[src/include/isa_pkg.sv]
// Shared constants, state encoding and decode helpers for the subaddress access slave
package isa_pkg;

	// Upper five address bits; the two select pins supply the low two bits
	localparam logic [4:0] ISA_ADDR_PREFIX = 5'h0D;
	// Broadcast address
	localparam logic [6:0] ISA_GEN_CALL = 7'h00;
	// Bit count reached after a whole byte has been clocked
	localparam logic [3:0] ISA_BIT_LAST = 4'h8;
	// Largest data set held for one write subaddress
	localparam int ISA_MAX_BYTES = 32;
	localparam logic [3:0] ISA_WORDS_MAX = 4'h8;
	localparam logic [3:0] ISA_WORDS_MIN = 4'h1;
	// Reset values, and the index of the last byte in a word
	localparam logic [7:0] ISA_SUBADDR_RST = 8'h00;
	localparam logic [5:0] ISA_BCNT_RST = 6'h00;
	localparam logic [1:0] ISA_LAST_BYTE = 2'h3;
	// Pin sampler lanes
	localparam int ISA_SYNC_W = 4;
	localparam int ISA_PIN_SCL = 0;
	localparam int ISA_PIN_SDA = 1;
	localparam int ISA_PIN_SEL_LO = 2;
	localparam int ISA_PIN_SEL_HI = 3;

	// Nine states need four bits
	typedef enum logic [3:0] {
		ST_IDLE,
		ST_ADDR,
		ST_AACK,
		ST_WR,
		ST_WACK,
		ST_FETCH,
		ST_LOAD,
		ST_RD,
		ST_RACK
	} isa_state_e;

	// Words per set, kept inside 1..8 so the set buffer cannot overflow
	function automatic logic [3:0] isa_words(input logic [3:0] w);
		if (w < ISA_WORDS_MIN) begin
			return ISA_WORDS_MIN;
		end else if (w > ISA_WORDS_MAX) begin
			return ISA_WORDS_MAX;
		end
		return w;
	endfunction

	// Mask of implemented bits; 0 or 32 and above means a full word
	function automatic logic [31:0] isa_mask(input logic [5:0] bits);
		if (bits == 6'h00 || bits >= 6'h20) begin
			return 32'hFFFFFFFF;
		end
		return ~(32'hFFFFFFFF << bits);
	endfunction

endpackage

[src/hw/isa_line_sampler.sv]
// Pin synchroniser and bus condition detector for the subaddress access slave
`timescale 1ns/1ns
module isa_line_sampler
	import isa_pkg::*;
(
	input wire logic i_sys_clk,
	input wire logic i_resetn,
	input wire logic [ISA_SYNC_W-1:0] i_pins,
	output logic [ISA_SYNC_W-1:0] o_levels,
	output logic o_scl_rise,
	output logic o_scl_fall,
	output logic o_start,
	output logic o_stop
);

	typedef struct packed {
		logic [ISA_SYNC_W-1:0] meta;
		logic [ISA_SYNC_W-1:0] sync;
		logic [ISA_SYNC_W-1:0] prev;
	} isa_smp_s;

	isa_smp_s r;
	isa_smp_s n;

	logic scl_now;
	logic sda_now;
	logic scl_old;
	logic sda_old;

	// Two stages, then one history stage for edge detection
	always_comb begin
		n = r;
		n.meta = i_pins;
		n.sync = r.meta;
		n.prev = r.sync;
	end

	always_ff @(posedge i_sys_clk or negedge i_resetn) begin
		if (!i_resetn) begin
			r <= '1;
		end else begin
			r <= n;
		end
	end

	// Only the second and history stages feed the detectors
	assign scl_now = r.sync[ISA_PIN_SCL];
	assign sda_now = r.sync[ISA_PIN_SDA];
	assign scl_old = r.prev[ISA_PIN_SCL];
	assign sda_old = r.prev[ISA_PIN_SDA];
	assign o_levels = r.sync;
	assign o_scl_rise = !scl_old && scl_now;
	assign o_scl_fall = scl_old && !scl_now;
	// SDA edges while SCL stays high are bus conditions
	assign o_start = scl_old && scl_now && sda_old && !sda_now;
	assign o_stop = scl_old && scl_now && !sda_old && sda_now;

endmodule

[src/hw/isa_slave.sv]
// Bus slave giving an outside host access to the subaddressed parameter space
`timescale 1ns/1ns
module isa_slave
	import isa_pkg::*;
(
	input wire logic i_sys_clk,
	input wire logic i_resetn,
	input wire logic i_scl,
	output logic o_scl_o,
	output logic o_scl_oe,
	input wire logic i_sda,
	output logic o_sda_o,
	output logic o_sda_oe,
	input wire logic i_addr_select_low_pin,
	input wire logic i_addr_select_high_pin,
	input wire logic i_master_mode,
	output logic o_slave_en,
	output logic [7:0] o_cur_subaddr,
	input wire logic [3:0] i_set_words,
	output logic o_wr_valid,
	output logic [7:0] o_wr_subaddr,
	output logic [2:0] o_wr_word_idx,
	output logic [31:0] o_wr_data,
	output logic o_rd_req,
	output logic [2:0] o_rd_word_idx,
	input wire logic i_rd_ack,
	input wire logic [31:0] i_rd_data,
	input wire logic [5:0] i_rd_bits
);

	typedef struct packed {
		isa_state_e st;
		logic [3:0] bitc;
		logic [7:0] sr;
		logic rw;
		logic first;
		logic hack;
		logic [7:0] sa;
		logic [5:0] bcnt;
		logic [ISA_MAX_BYTES-1:0][7:0] buff;
		logic [1:0] rbyte;
		logic [2:0] rword;
		logic [31:0] rdw;
		logic cm_busy;
		logic [2:0] cm_idx;
		logic [2:0] cm_last;
		logic [7:0] cm_sa;
		logic lo;
		logic sda_oe;
		logic scl_oe;
		logic slave_en;
		logic wr_valid;
		logic [7:0] wr_sa;
		logic [2:0] wr_idx;
		logic [31:0] wr_data;
		logic rd_req;
	} isa_state_s;

	isa_state_s r;
	isa_state_s n;

	logic [ISA_SYNC_W-1:0] lv;
	logic [ISA_SYNC_W-1:0] pins;
	logic scl_rise;
	logic scl_fall;
	logic bus_start;
	logic bus_stop;
	logic sda_in;
	logic [3:0] setw;
	logic [5:0] setb;
	logic [31:0] word_sel;
	logic [7:0] byte_sel;

	// Pin lanes packed for the sampler
	assign pins[ISA_PIN_SCL] = i_scl;
	assign pins[ISA_PIN_SDA] = i_sda;
	assign pins[ISA_PIN_SEL_LO] = i_addr_select_low_pin;
	assign pins[ISA_PIN_SEL_HI] = i_addr_select_high_pin;

	isa_line_sampler u_smp (
		.i_sys_clk(i_sys_clk),
		.i_resetn(i_resetn),
		.i_pins(pins),
		.o_levels(lv),
		.o_scl_rise(scl_rise),
		.o_scl_fall(scl_fall),
		.o_start(bus_start),
		.o_stop(bus_stop)
	);

	// Own address, select pins in the low bits, or the broadcast write
	function automatic logic addr_hit(input logic [7:0] a, input logic hi, input logic lo);
		return (a[7:1] == {ISA_ADDR_PREFIX, hi, lo}) || (a[7:1] == ISA_GEN_CALL && !a[0]);
	endfunction

	// Byte of a word in transmit order, high byte first
	function automatic logic [7:0] pick(input logic [31:0] w, input logic [1:0] k);
		unique case (k)
			2'h0: return w[31:24];
			2'h1: return w[23:16];
			2'h2: return w[15:8];
			2'h3: return w[7:0];
		endcase
	endfunction

	// Set geometry follows the subaddress currently on o_cur_subaddr
	assign sda_in = lv[ISA_PIN_SDA];
	assign setw = isa_words(i_set_words);
	assign setb = {setw, 2'b00};
	// Short subaddresses read as zero above their width
	assign word_sel = (r.rbyte == 2'h0) ? (i_rd_data & isa_mask(i_rd_bits)) : r.rdw;
	assign byte_sel = pick(word_sel, r.rbyte);

	always_comb begin
		n = r;
		n.wr_valid = 1'b0;
		n.rd_req = 1'b0;
		n.lo = 1'b0;
		// Complete sets stream out one word per cycle, far faster than the next byte
		if (r.cm_busy) begin
			n.wr_valid = 1'b1;
			n.wr_sa = r.cm_sa;
			n.wr_idx = r.cm_idx;
			n.wr_data = {r.buff[{r.cm_idx, 2'b00}], r.buff[{r.cm_idx, 2'b01}],
				r.buff[{r.cm_idx, 2'b10}], r.buff[{r.cm_idx, 2'b11}]};
			if (r.cm_idx == r.cm_last) begin
				n.cm_busy = 1'b0;
			end else begin
				n.cm_idx = r.cm_idx + 3'h1;
			end
		end
		n.slave_en = !i_master_mode;
		if (i_master_mode) begin
			// Master owns the bus; the slave lets go of both lines
			n.st = ST_IDLE;
			n.sda_oe = 1'b0;
			n.scl_oe = 1'b0;
			n.bcnt = ISA_BCNT_RST;
		end else if (bus_start || bus_stop) begin
			// Any partly gathered set is thrown away
			n.bcnt = ISA_BCNT_RST;
			n.sda_oe = 1'b0;
			n.scl_oe = 1'b0;
			n.bitc = 4'h0;
			n.st = bus_start ? ST_ADDR : ST_IDLE;
		end else begin
			unique case (r.st)
				ST_IDLE: begin
					n.sda_oe = 1'b0;
				end
				ST_ADDR: begin
					if (scl_rise) begin
						n.sr = {r.sr[6:0], sda_in};
						n.bitc = r.bitc + 4'h1;
					end else if (scl_fall && r.bitc == ISA_BIT_LAST) begin
						if (addr_hit(r.sr, lv[ISA_PIN_SEL_HI], lv[ISA_PIN_SEL_LO])) begin
							n.st = ST_AACK;
							n.sda_oe = 1'b1;
							n.rw = r.sr[0];
						end else begin
							n.st = ST_IDLE;
						end
					end
				end
				ST_AACK: begin
					if (scl_fall) begin
						n.bitc = 4'h0;
						n.sda_oe = 1'b0;
						if (r.rw) begin
							// Read starts at the assigned subaddress
							n.st = ST_FETCH;
							n.rword = 3'h0;
							n.rbyte = 2'h0;
							n.rd_req = 1'b1;
							n.scl_oe = 1'b1;
						end else begin
							n.st = ST_WR;
							n.first = 1'b1;
						end
					end
				end
				ST_WR: begin
					if (scl_rise) begin
						n.sr = {r.sr[6:0], sda_in};
						n.bitc = r.bitc + 4'h1;
					end else if (scl_fall && r.bitc == ISA_BIT_LAST) begin
						n.st = ST_WACK;
						n.sda_oe = 1'b1;
						if (r.first) begin
							// First byte of each write always replaces the subaddress
							n.sa = r.sr;
							n.first = 1'b0;
							n.bcnt = ISA_BCNT_RST;
						end else begin
							n.buff[r.bcnt[4:0]] = r.sr;
							if (r.bcnt + 6'h01 == setb) begin
								// Set complete: hand it on and step to the next subaddress
								n.bcnt = ISA_BCNT_RST;
								n.cm_busy = 1'b1;
								n.cm_idx = 3'h0;
								n.cm_last = 3'(setw - 4'h1);
								n.cm_sa = r.sa;
								n.sa = r.sa + 8'h01;
							end else begin
								n.bcnt = r.bcnt + 6'h01;
							end
						end
					end
				end
				ST_WACK: begin
					if (scl_fall) begin
						n.st = ST_WR;
						n.sda_oe = 1'b0;
						n.bitc = 4'h0;
					end
				end
				ST_FETCH: begin
					// SCL held low until the word arrives; later bytes need no wait
					if (r.rbyte != 2'h0 || i_rd_ack) begin
						n.rdw = word_sel;
						n.sr = byte_sel;
						n.sda_oe = !byte_sel[7];
						n.st = ST_LOAD;
					end
				end
				ST_LOAD: begin
					// One cycle of SDA setup before SCL is let go
					n.scl_oe = 1'b0;
					n.st = ST_RD;
				end
				ST_RD: begin
					if (scl_rise) begin
						n.bitc = r.bitc + 4'h1;
					end else if (scl_fall) begin
						if (r.bitc == ISA_BIT_LAST) begin
							n.sda_oe = 1'b0;
							n.st = ST_RACK;
						end else begin
							n.sr = {r.sr[6:0], 1'b0};
							n.sda_oe = !r.sr[6];
						end
					end
				end
				ST_RACK: begin
					if (scl_rise) begin
						n.hack = !sda_in;
					end else if (scl_fall) begin
						n.bitc = 4'h0;
						if (r.hack) begin
							n.st = ST_FETCH;
							n.scl_oe = 1'b1;
							if (r.rbyte == ISA_LAST_BYTE) begin
								n.rbyte = 2'h0;
								n.rd_req = 1'b1;
								if (r.rword == 3'(setw - 4'h1)) begin
									// Past the set: carry on at the next subaddress
									n.rword = 3'h0;
									n.sa = r.sa + 8'h01;
								end else begin
									n.rword = r.rword + 3'h1;
								end
							end else begin
								n.rbyte = r.rbyte + 2'h1;
							end
						end else begin
							// No acknowledge: stop sending, set may stay partly read
							n.st = ST_IDLE;
						end
					end
				end
			endcase
		end
	end

	always_ff @(posedge i_sys_clk or negedge i_resetn) begin
		if (!i_resetn) begin
			r <= '0;
			r.st <= ST_IDLE;
			r.sa <= ISA_SUBADDR_RST;
		end else begin
			r <= n;
		end
	end

	// All outputs leave straight from the state register
	assign o_scl_o = r.lo;
	assign o_sda_o = r.lo;
	assign o_scl_oe = r.scl_oe;
	assign o_sda_oe = r.sda_oe;
	assign o_slave_en = r.slave_en;
	assign o_cur_subaddr = r.sa;
	assign o_wr_valid = r.wr_valid;
	assign o_wr_subaddr = r.wr_sa;
	assign o_wr_word_idx = r.wr_idx;
	assign o_wr_data = r.wr_data;
	assign o_rd_req = r.rd_req;
	assign o_rd_word_idx = r.rword;
endmodule

[config.mk]
export PLATFORM = sky130hd
export DESIGN_NAME = isa_slave
export DESIGN_NICKNAME = d
export VERILOG_FILES = /design/src/include/isa_pkg.sv /design/src/hw/isa_line_sampler.sv /design/src/hw/isa_slave.sv
export SDC_FILE = /design/constraint.sdc
export NUM_CORES = 1
export LEC_CHECK = 0
export BUFFER_PORTS_ARGS = -buffer_cell sky130_fd_sc_hd__buf_4
export CELL_PAD_IN_SITES_DETAIL_PLACEMENT = 1
export CELL_PAD_IN_SITES_GLOBAL_PLACEMENT = 1
export CORE_MARGIN = 1.5
export CORE_UTILIZATION = 54
export DETAILED_ROUTE_END_ITERATION = 10
export PLACE_DENSITY_LB_ADDON = 0.1
export RECOVER_POWER = 25
export REMOVE_ABC_BUFFERS = 1
export SLEW_MARGIN = 15
export SYNTH_ARGS = -nofsm -noshare
export SYNTH_HDL_FRONTEND = slang
export SYNTH_SLANG_ARGS = --single-unit
export TNS_END_PERCENT = 20
[constraint.sdc]
create_clock -name i_sys_clk -period 6.9 [get_ports i_sys_clk]
set_input_delay 1.38 -clock i_sys_clk [delete_from_list [all_inputs] [get_ports i_sys_clk]]
set_output_delay 1.38 -clock i_sys_clk [all_outputs]
set_load 0.01 [all_outputs]
==> Word level (Yosys, flattened, before mapping) <==
Cells that the tools add are included.
{ "totals": {"input_bits": 50, "wordCells": 304, "register_bits": 399, "out_inout_bits": 61} }
{ "classes": {"shifts": 1, "eq_ne": 54, "n_reduce_logical": 53, "muxes": 116, "bitwise": 6, "n_lt_le_gt_ge": 9, "addsub": 7} }
{ "ops": {"columns": ["operator", "n"], "rows": [
  ["270-bit two-way mux", 2],
  ["262-bit two-way mux", 1],
  ["256-bit bitwise mux", 1],
  ["256-bit two-way mux", 1],
  ["8-bit two-way mux", 20],
  ["15-bit two-way mux", 7],
  ["8-bit binary-select mux with 3-bit select", 4],
  ["32-bit two-way mux", 3],
  ["4-bit != test, second input constant", 15],
  ["4-bit two-way mux", 14],
  ["44-bit two-way mux", 1],
  ["8-bit demux with 5-bit select", 1],
  ["32-bit AND", 1],
  ["32-bit NOT", 1],
  ["4-bit one-hot mux with 8 select lines", 1],
  ["8-bit one-hot mux with 4 select lines", 1],
  ["32-bit by 6-bit << shifter with 32-bit output, first input constant", 1],
  ["1-bit two-way mux", 31],
  ["5-bit by 6-bit less-than comparator with 1-bit output, second input constant", 5],
  ["2-bit != test, second input constant", 14],
  ["5-bit two-way mux", 5],
  ["8-bit one-hot mux with 3 select lines", 1],
  ["8-bit AND reduction", 3],
  ["11-bit AND reduction", 2],
  ["55 further kinds", 110]
]} }

==> Logic depth before layout (Yosys ltp) <==
Gate-level depths: netlist of the first run.
{ "depth": {"ltp_word": 12, "depth_mapped": 9, "ltp_nobuf": 8} }

==> Hierarchy <==
Synthesis of the first run repeated with hierarchy kept, for this count alone.
{ "unflattened": {"hier_cells": 1587, "hier_area_um2": 19556.3} }
{ "by_module_without_submodules": {"columns": ["module", "instances", "seq_area_each_um2", "area_per_inst_um2", "cells_per_inst"], "rows": [
  ["isa_slave", 1, 9734.3, 19230.9, 1569],
  ["isa_line_sampler", 1, 262.8, 325.3, 18]
]} }

==> Worst setup path before layout of the first run <==
Ideal clock, no wire load.
{ "synth_path": {"path_type": "in2reg", "start": "input port i_set_words[3]", "end": "register r, in the netlist o_cur_subaddr[1]", "arrival_time_ps": 3273, "required_time_ps": 6775, "slack_ps": 3502, "cell_stages": 8, "path_buffers": 1, "setup_time_ps": 125, "path_cell_list": "clkbuf_1 nand2b_1 ha_1 xnor3_1 nor4_1 a21o_1 a2bb2oi_1 mux2_2"} }
{ "synth_between": {"elab_chain_len": 8, "elab_cells_between_ends": 12, "cone_classes": "add/sub: 1; order compare: 2; eq/ne: 4; mux: 4; reduce/logical: 1"} }
{ "synth_lines": {"columns": ["item", "line", "source"], "rows": [
  ["from (decl)", "isa_slave.sv:19", "input wire logic [3:0] i_set_words,"],
  ["4-bit > comparator", "isa_pkg.sv:42", "end else if (w > ISA_WORDS_MAX) begin"],
  ["1-bit two-way mux", "isa_pkg.sv:42", null],
  ["1-bit two-way mux", "isa_pkg.sv:40", "if (w < ISA_WORDS_MIN) begin"],
  ["4-bit two-way mux (*)", "isa_pkg.sv:45", "return w;"],
  ["3-bit by 1-bit subtractor with 3-bit output", "isa_slave.sv:255", "if (r.rword == 3'(setw - 4'h1)) begin"],
  ["3-bit == test", "isa_slave.sv:255", null],
  ["2-bit != test (no source line)", null, null],
  ["11-bit AND reduction (no source line) (*)", null, null],
  ["to (signal assigned)", "isa_slave.sv:281", "r <= n;"],
  ["to (decl)", "isa_slave.sv:59", "isa_state_s r;"]
]} }
Mark *: on every way between the ends. The rest lies on a longest branch, timed or not.
A chain may end at the register's enable or synchronous reset.

==> impl_metrics.csv, run 1 <==
group,metric,value,unit
setup_path,critPathMaxFanout,77,
clock_tree,clkLatencyLatePin,570,ps
synth,netlist_area,19660,um2
setup_path,crit_type,"register to register",
grt,grt_max_degree,101,
setup_path,cp.arrival,5190,ps
status,status,"finished with violations",
sta,tns,0,ps
setup_path,cp.required,7300,ps
floorplan,core_area,35740,um2
sta,setup_viol,0,
finish,final_util,61.25,%
synth,ys_ff_latch,399,
synth,ys_seq_area_share,50.85,%
synth,synth_warnings,0,
clock_tree,cts_setup_buffers,0,
setup_path,cp-end-kind,"register",
synth,ys_types,70,
setup_path,slowest_stage,"clkbuf_1",
setup_path,r2r-start,"r[63]",
clock_tree,cts_tree,"built",
power_and_ir_drop,p_per_area,239.0,nW/um2
clock_tree,ctsResizeCount,0,
detailed_routing,vias,12700,
finish,drive_above_1_share,36.71,%
sta,skew,12.38,ps
sta,rsz0062_at_grt,"false",
job,drv_cap,2,
power_and_ir_drop,power_leakage,0.01015,uW
floorplan,die_h,193.8,um
setup_path,cp-start-kind,"register",
sta,period_needed,4789,ps
setup_path,cpMostUsedCell,"nor2_1",
setup_path,slowest_delay,2810,ps
clock_tree,hold_buffers,0,
finish,mostFrequentLayoutCells,"385 x dfrtp_1, 285 x mux2_2, 120 x buf_4, 88 x nand2_1",
grt,antenna_found_initial,2,
synth,synth_cells,1592,
floorplan,die_area,37560,um2
detailed_routing,drc,6,
floorplan,boundaryPins,111,
setup_path,timing.rr.end,"r[62]",
clock_tree,clock_sinks,399,
detailed_routing,vias_per_cell,6.051,
finish,areaGrowthSynthToFinish,11.35,%
grt,grt_overflow,0,
finish,final_common_cell,"dfrtp_1",
setup_path,crit_chain,"clkbuf_1 > o31ai_1 > nor2_1 > xnor2_1 > nor2_1",
clock_tree,clk_path_buf_depth,3,
grt,grt_pass1_vias,14080,
sta,worst_slew_pin_slew,4004,ps
floorplan,die_w,193.8,um
synth,ys.flop_type,"dfrtp_1",
sta,hold_violations,0,
clock_tree,cts_htree_levels,2,
clock_tree,cts_root_buf,"clkbuf_16",
clock_tree,clkTransAtPathRegs,60,ps
finish,fill_cells,3515,
place,placedInstanceArea,20410,um2
status,violations,"design-rule violations, max-capacitance violations, max-slew violations",
setup_path,startpoint,"r[63]",
setup_path,r2r_slack,2110,ps
detailed_routing,wl_per_cell,23.30,um
finish,nets,1669,
sta,maxSlewHeadroom,-166.9,%
detailed_routing,drt_iter0_drc,554,
place,portBuffers,108,
place,place_congestion,0.8245,
place,post-dp-hpwl,30920,um
synth,avgSynthCellArea,12.35,um2
power_and_ir_drop,ir_drop,0.1725,mV
hold_path,hp-class,"register to register",
finish,diodes,0,
sta,final_max_slew_viol_count,122,
floorplan,num_rows,69,
hold_path,hold_depth,0,
clock_tree,cts_made_buffers,45,
finish,fin_area,21890,um2
detailed_routing,dr.pass1.iters,8,
sta,fin_crit_sh,69.40,%
detailed_routing,antenna_left,0,
setup_path,rr_worst_depth,5,
floorplan,start_util,55.01,%
grt,grtUsageTotal,26.99,%
sta,max_freq,208.8,MHz
detailed_routing,drt_wl_total,48890,um
grt,grt_pass1_wl,79960,um
setup_path,setup.worst_path.end,"r[62]",
synth,synth_edf_count,0,
synth,async_reset_ff_share,100.0,%
-- area by class of cell --
class	count	area, um2	area share (%)
clock buffers	67	1339	6.115
clock inverters	13	157.7	0.7201
inverters	30	112.6	0.5144
multi-input cells	999	8725	39.85
flip-flops and latches	399	10000	45.70
well taps	461	576.8	2.635
repair buffers	129	977.2	4.464
-- synth_stat cells, types with 4 or more instances --
cell type  count  area [um2]
nor3_1        12       60.06
buf_4         56       420.4
nor2_1        80       300.3
nand3_1       24       120.1
a222oi_1       4       40.04
nor2_4        19       214.0
mux2i_1       45       450.4
nor4_1         5       31.28
nand2b_1      15       93.84
dfstp_2       10       262.8
mux4_2        64        1441
nand2_1       88       330.3
dfrtp_1      389        9734
inv_1         30       112.6
xor2_1         9       78.83
buf_2          6       30.03
nor2_2        10       62.56
nor2b_1       10       62.56
o31ai_1       15       112.6
or4_1          4       30.03
nand3b_1       6       45.04
o21ai_0       80       400.4
mux2_2       285        3209
and2_1         6       37.54
o221ai_1      14       122.6
o22ai_1       10       62.56
nand2_2        4       25.02
a31oi_1       14       87.58
or3_1          5       31.28
xnor2_1       11       96.34
and3_1        17       106.4
buf_1         18       67.56
ha_1          15       187.7
a22oi_1        5       37.54
clkbuf_1      85       319.1
o2111ai_1      4       35.03
a21boi_0       5       37.54
o21a_1         5       37.54
a21oi_1       59       295.3
-- how the worst min path moves through the flow --
stage / start / endpoint / slack (ps)
final: u_smp.n[7] / u_smp.o_levels[3] / 360
after global routing: u_smp.n[7] / u_smp.o_levels[3] / 360
after CTS: u_smp.n[4] / u_smp.o_levels[0] / 360
after detailed placement: u_smp.n[4] / u_smp.o_levels[0] / 350
after global placement: u_smp.n[4] / u_smp.o_levels[0] / 350
after floorplan: u_smp.n[4] / u_smp.o_levels[0] / 350
-- critical path: cells and delay by family (launching register included) --
family          cells  cell delay (ps)
compound gates      1              850
xor+xnor            1              160
buf+inv             1             2810
flops               1              340
simple gates        2              450
-- routing by layer --
metal	GRT usage, %	routed length (um)	vias up
met1	35.83	21470	6676
li1	-	-	5729
met5	0	33	-
met3	4.088	1708	69
met2	46.85	24710	218
met4	6.510	960	4
-- power by group --
| part | internal [uW] | switching (uW) |
|---|---|---|
| Combinational | 107 | 294 |
| Clock | 1450 | 962 |
| Sequential | 2360 | 52.2 |
| Total | 3920 | 1310 |
-- through the flow --
stage / total power (uW) / hold WS [ps] / worst slack (ps) / instances
floorplan: 2620 / 345.2 / 3159 / 1428
global placement: 2842 / 346.0 / 2992 / 2018
detailed placement: 2855 / 346.9 / 2969 / 2018
CTS: 5284 / 355.5 / 3282 / 2098
global route: 5415 / 361.6 / 1709 / 2098
finish: 5232 / 359.2 / 2111 / 2098
-- logic make-up (layout without fill, tap and decap cells) --
kind of cell	count (synthesis)	after routing	synth area share [%]
xor+xnor	21	21	1.005
mux	394	394	25.95
compound gates	246	246	7.770
flops	399	399	50.85
buf+inv	195	239	4.830
fa+ha+maj	15	15	0.9546
other cells	1	2	0.01907
simple gates	321	321	8.629
Note: power is estimated with default switching activity, not from simulation.
==> run 2, diff against run 1 <==
--- a/config.mk
+++ b/config.mk
@@ -9,7 +9,7 @@
 export CELL_PAD_IN_SITES_DETAIL_PLACEMENT = 1
 export CELL_PAD_IN_SITES_GLOBAL_PLACEMENT = 1
 export CORE_MARGIN = 1.5
-export CORE_UTILIZATION = 54
+export CORE_UTILIZATION = 50
 export DETAILED_ROUTE_END_ITERATION = 10
 export PLACE_DENSITY_LB_ADDON = 0.1
 export RECOVER_POWER = 25
==> constraint.sdc (replaced) <==
create_clock -name i_sys_clk -period 4.55 [get_ports i_sys_clk]
set_input_delay 0.91 -clock i_sys_clk [delete_from_list [all_inputs] [get_ports i_sys_clk]]
set_output_delay 0.91 -clock i_sys_clk [all_outputs]
set_load 0.01 [all_outputs]
==> run 2 against run 1 <==
The flow finishes with violations (max-capacitance violations, max-slew violations). Critical path depth increased by 1. Die area increased by 7.9%. Final cell count increased by 3.2%. Clock skew increased by 10 ps. Sequential share of layout area decreased by 0.26 points. First-iteration DRC count increased by 0.72%. Hold slack got worse by 5.0 ps. Register-to-register slack got worse by 1000 ps. Clock-buffer cell count decreased by 7. Clock power increased by 48%. Maximum frequency increased by 38%. Power increased by 50%.
==> impl_metrics.csv, run 2 (same netlist as run 1, synthesis figures left out) <==
group,metric,value,unit
setup_path,cp.arrival,3930,ps
sta,tns,0,ps
clock_tree,clkTransAtPathRegs,60,ps
place,place_congestion,0.8119,
finish,nets,1683,
setup_path,crit_chain,"nor2b_1 > nand2_1 > nor4_4 > nand2_2 > nor2_2 > mux2_2",
setup_path,slowest_stage,"nor4_4",
job,drv_cap,1,
setup_path,critPathTopFamily,"simple AND/OR/NAND/NOR gates",
setup_path,cp.required,5000,ps
sta,maxSlewHeadroom,-120.8,%
setup_path,r2r_slack,1070,ps
sta,rsz0062_at_grt,"false",
place,post-dp-hpwl,32290,um
setup_path,slowest_delay,640,ps
grt,antenna_found_initial,0,
setup_path,cp-end-kind,"register",
setup_path,cp-start-kind,"register",
sta,whs,354.2,ps
sta,setup_viol,0,
finish,drive_above_1_share,37.20,%
grt,grt_pass1_wl,81450,um
power_and_ir_drop,ir_drop,0.3323,mV
detailed_routing,drt_iter0_drc,558,
detailed_routing,wl_per_cell,23.02,um
setup_path,critPathMaxFanout,11,
clock_tree,cts_made_buffers,45,
grt,grt_overflow,0,
clock_tree,cts_root_buf,"clkbuf_16",
floorplan,boundaryPins,111,
clock_tree,cts_setup_buffers,0,
finish,fill_cells,3908,
clock_tree,cts_tree,"built",
floorplan,die_area,40520,um2
clock_tree,hold_buffers,0,
grt,grt_max_degree,125,
hold_path,hp-class,"register to register",
floorplan,start_util,50.76,%
clock_tree,ctsResizeCount,0,
finish,diodes,0,
sta,skew,22.63,ps
sta,period_needed,3475,ps
clock_tree,cts_htree_levels,2,
floorplan,core_area,38740,um2
detailed_routing,drc,0,
status,violations,"max-capacitance violations, max-slew violations",
clock_tree,clock_sinks,399,
detailed_routing,vias,12830,
finish,areaGrowthSynthToFinish,11.98,%
sta,hold_violations,0,
sta,fin_crit_sh,76.38,%
grt,grtUsageTotal,25.65,%
detailed_routing,antenna_left,0,
detailed_routing,vias_per_cell,5.923,
detailed_routing,drt_wl_total,49850,um
sta,max_freq,287.7,MHz
clock_tree,clk_path_buf_depth,3,
grt,grt_pass1_vias,14270,
power_and_ir_drop,power_leakage,0.01019,uW
finish,multi_input_area,8731,um2
finish,final_common_cell,"dfrtp_1",
status,status,"finished with violations",
place,portBuffers,108,
setup_path,crit_type,"register to register",
floorplan,die_w,201.3,um
floorplan,num_rows,72,
clock_tree,clkLatencyLatePin,590,ps
finish,mostFrequentLayoutCells,"385 x dfrtp_1, 285 x mux2_2, 131 x buf_4, 88 x nand2_1",
setup_path,crit_buf_inv,0,
sta,worst_slew_pin_slew,3312,ps
floorplan,die_h,201.3,um
sta,final_max_slew_viol_count,123,
detailed_routing,dr.pass1.iters,5,
power_and_ir_drop,p_per_area,357.1,nW/um2
finish,seq_area,10000,um2
-- run 2: path summary, 6_finish.rpt --
check / from / end / cells past startpoint
max: u_smp.r[0] / register / 6
min: u_smp.n[6] / u_smp.o_levels[2] / 0
max reg2reg: u_smp.r[0] / register / 6
min reg2reg: u_smp.n[6] / u_smp.o_levels[2] / 0
max in group asynchronous: i_resetn / o_wr_data[1] / 2
min in group asynchronous: i_resetn / o_wr_data[30] / 1
-- run 2: power breakdown --
part           total [uW]  internal [uW]  switching [uW]
sequential           3670           3590            80.5
clock                3570           2100            1470
combinational         622            168             453
-- run 2: through the flow --
step	worst slack (ps)	instances	power (uW)	util [%]	area [um2]
2_1_floorplan	809.4	1428	3974	-	18830
3_3_place_gp	1155	2089	4333	53.17	20600
3_5_place_dp	1080	2089	4348	53.17	20600
4_1_cts	1088	2166	7964	56.90	22040
5_1_grt	556.3	2166	8160	56.84	22020
6_report	1075	2166	7862	56.84	22020
-- run 2: per-layer routing --
layer  vias up  global-route usage (%)  routed length (um)
li1       5748                       -                   -
met1      6778                   33.93               21870
met2       221                   43.73               25120
met3        82                   4.357                1767
met4         0                   7.170                1097
met5         -                       0                   0
-- run 2: final cells by class --
class | instances | share of cell area [%]
inverters | 30 | 0.5115
well taps | 518 | 2.944
multi-input cells | 999 | 39.65
clock inverters | 17 | 0.8695
clock buffers | 60 | 5.688
repair buffers | 143 | 4.893
flip-flops and latches | 399 | 45.44
==> run 3, diff against run 2 <==
--- a/config.mk
+++ b/config.mk
@@ -9,7 +9,7 @@
 export CELL_PAD_IN_SITES_DETAIL_PLACEMENT = 1
 export CELL_PAD_IN_SITES_GLOBAL_PLACEMENT = 1
 export CORE_MARGIN = 1.5
-export CORE_UTILIZATION = 50
+export CORE_UTILIZATION = 46
 export DETAILED_ROUTE_END_ITERATION = 10
 export PLACE_DENSITY_LB_ADDON = 0.1
 export RECOVER_POWER = 25
==> constraint.sdc (replaced) <==
create_clock -name i_sys_clk -period 2.9 [get_ports i_sys_clk]
set_input_delay 0.58 -clock i_sys_clk [delete_from_list [all_inputs] [get_ports i_sys_clk]]
set_output_delay 0.58 -clock i_sys_clk [all_outputs]
set_load 0.01 [all_outputs]
==> run 3 against run 2 <==
Sequential share of layout area fell by 0.91 points. Maximum frequency grew 24%. Clock power rose by 63%. The run now ends clean. Critical path type unchanged. Combinational power up 67%.
==> impl_metrics.csv, run 3 (same netlist as run 1, synthesis figures left out) <==
group,metric,value,unit
clock_tree,clkTransAtPathRegs,60,ps
floorplan,die_area,43990,um2
detailed_routing,antenna_left,0,
sta,worst_slew_pin_slew,1479,ps
grt,grt_overflow,0,
grt,grt_max_degree,78,
hold_path,hold_depth,1,
clock_tree,cts_tree,"built",
floorplan,die_h,209.7,um
detailed_routing,dr.pass1.iters,5,
floorplan,start_util,46.77,%
status,status,"complete, no violations",
clock_tree,clk_path_buf_depth,3,
power_and_ir_drop,power_leakage,0.01043,uW
power_and_ir_drop,power,12560,uW
sta,maxSlewHeadroom,1.400,%
setup_path,cp.required,3360,ps
floorplan,boundaryPins,111,
sta,hold_violations,0,
place,dp.cells,2147,
setup_path,startpoint,"u_smp.o_levels[1]",
finish,fill_cells,4269,
place,place_congestion,0.8322,
sta,final_max_slew_viol_count,0,
place,portBuffers,108,
hold_path,holdPathEnd,"u_smp.n[5]",
clock_tree,cts_root_buf,"clkbuf_16",
detailed_routing,drc,0,
finish,mostFrequentLayoutCells,"386 x dfrtp_1, 285 x mux2_2, 163 x buf_4, 88 x nand2_1",
detailed_routing,drt_iter0_drc,681,
power_and_ir_drop,ir_drop,0.4865,mV
sta,worst_slack,91.26,ps
finish,nets,1722,
sta,period_needed,2809,ps
floorplan,num_rows,75,
setup_path,rr_worst_depth,6,
sta,skew,24.68,ps
power_and_ir_drop,p_per_area,558.9,nW/um2
finish,drive_above_1_share,38.60,%
detailed_routing,vias,12850,
place,dp_worst_setup_slack,-71.52,ps
floorplan,die_w,209.7,um
sta,fin_crit_sh,96.85,%
setup_path,cp-end-kind,"register",
finish,diodes,0,
setup_path,r2r_slack,90,ps
hold_path,hold_start,"i_sda",
finish,fin_area,22470,um2
detailed_routing,wl_per_cell,22.50,um
clock_tree,clock_sinks,399,
setup_path,cp.arrival,3270,ps
setup_path,crit_type,"register to register",
sta,rsz0062_at_grt,"false",
grt,grt_pass1_wl,80760,um
setup_path,critPathMaxFanout,8,
sta,max_freq,356.0,MHz
finish,fin_cells,2228,
grt,grt_pass1_vias,13890,
job,drv_cap,0,
clock_tree,clkLatencyLatePin,590,ps
grt,grtUsageTotal,23.74,%
finish,areaGrowthSynthToFinish,14.27,%
detailed_routing,drt_wl_total,50140,um
clock_tree,cts_htree_levels,2,
detailed_routing,vias_per_cell,5.765,
place,post-dp-hpwl,32520,um
floorplan,core_area,42040,um2
finish,final_common_cell,"dfrtp_1",
hold_path,hp-class,"input port to register",
setup_path,cp-start-kind,"register",
clock_tree,cts_made_buffers,46,
sta,setup_viol,0,
place,placedInstanceArea,20980,um2
grt,antenna_found_initial,0,
sta,whs,105.8,ps
setup_path,r2r-start,"u_smp.o_levels[1]",
[run 3: cell types whose count changed in the layout (fill, tap and decap cells not counted), moves of 2 or more]
cell and change:
clkbuf_16 +2, clkbuf_8 +3, clkinv_2 -5, buf_12 +5, clkbuf_2 +3, buf_4 +32, clkinv_8 -2
[run 3: worst max-delay path by stage]
stage | to | slack, ps | cells after the start
after global routing | register | 5 | 6
after floorplan | r[62] | -840 | 5
after detailed placement | o_cur_subaddr[1] | -70 | 9
after CTS | o_cur_subaddr[6] | 70 | 7
after global placement | o_cur_subaddr[1] | -30 | 9
final | register | 90 | 6
[run 3: through the flow]
step           setup TNS [ps]  utilization, %
3_5_place_dp           -71.52           49.89
4_1_cts                     0           53.49
5_1_grt                     0           53.44
2_1_floorplan          -40750               -
3_3_place_gp           -30.20           49.89
6_report                    0           53.44
[run 3: final cells by class]
class                   instances  area (um2)  share of cell area [%]
repair buffers                181        1439                   6.405
clock buffers                  69        1359                   6.048
clock inverters                11       142.6                  0.6349
flip-flops and latches        399       10000                   44.53
multi-input cells             999        8736                   38.88
inverters                      30       112.6                  0.5012
well taps                     539       674.4                   3.002
[run 3: what timing repair did]
action | CTS | global route
hold buffers | 1 | 0
gates resized for setup | 0 | 2
setup endpoints to repair | 0 | 7
endpoints found under the hold margin | 46 | 0
setup buffers | 0 | 0
[run 3: report_power, final]
part	switching (uW)	internal [uW]	leakage, uW	total (uW)
registers	82.1	5630	0.00546	5710
logic	762	275	0.00424	1040
clock network	2320	3490	0.000733	5810
total	3170	9390	0.0104	12600
[run 3: routing by layer]
| layer | wire length [um] | GRT usage [%] | part of all wire, % |
|---|---|---|---|
| met1 | 22860 | 32.87 | 46 |
| met2 | 24620 | 39.75 | 49 |
| met3 | 1607 | 2.559 | 3.2 |
| met4 | 1046 | 6.822 | 2.1 |
| met5 | 0 | 0 | 0 |
[run 3: critical path: stages (launching register included)]
cell	delay (ps)
dfstp_2	580
xor2_1	110
a31o_2	290
nor4_4	520
nand2_2	380
nor2_4	420
mux2_2	380
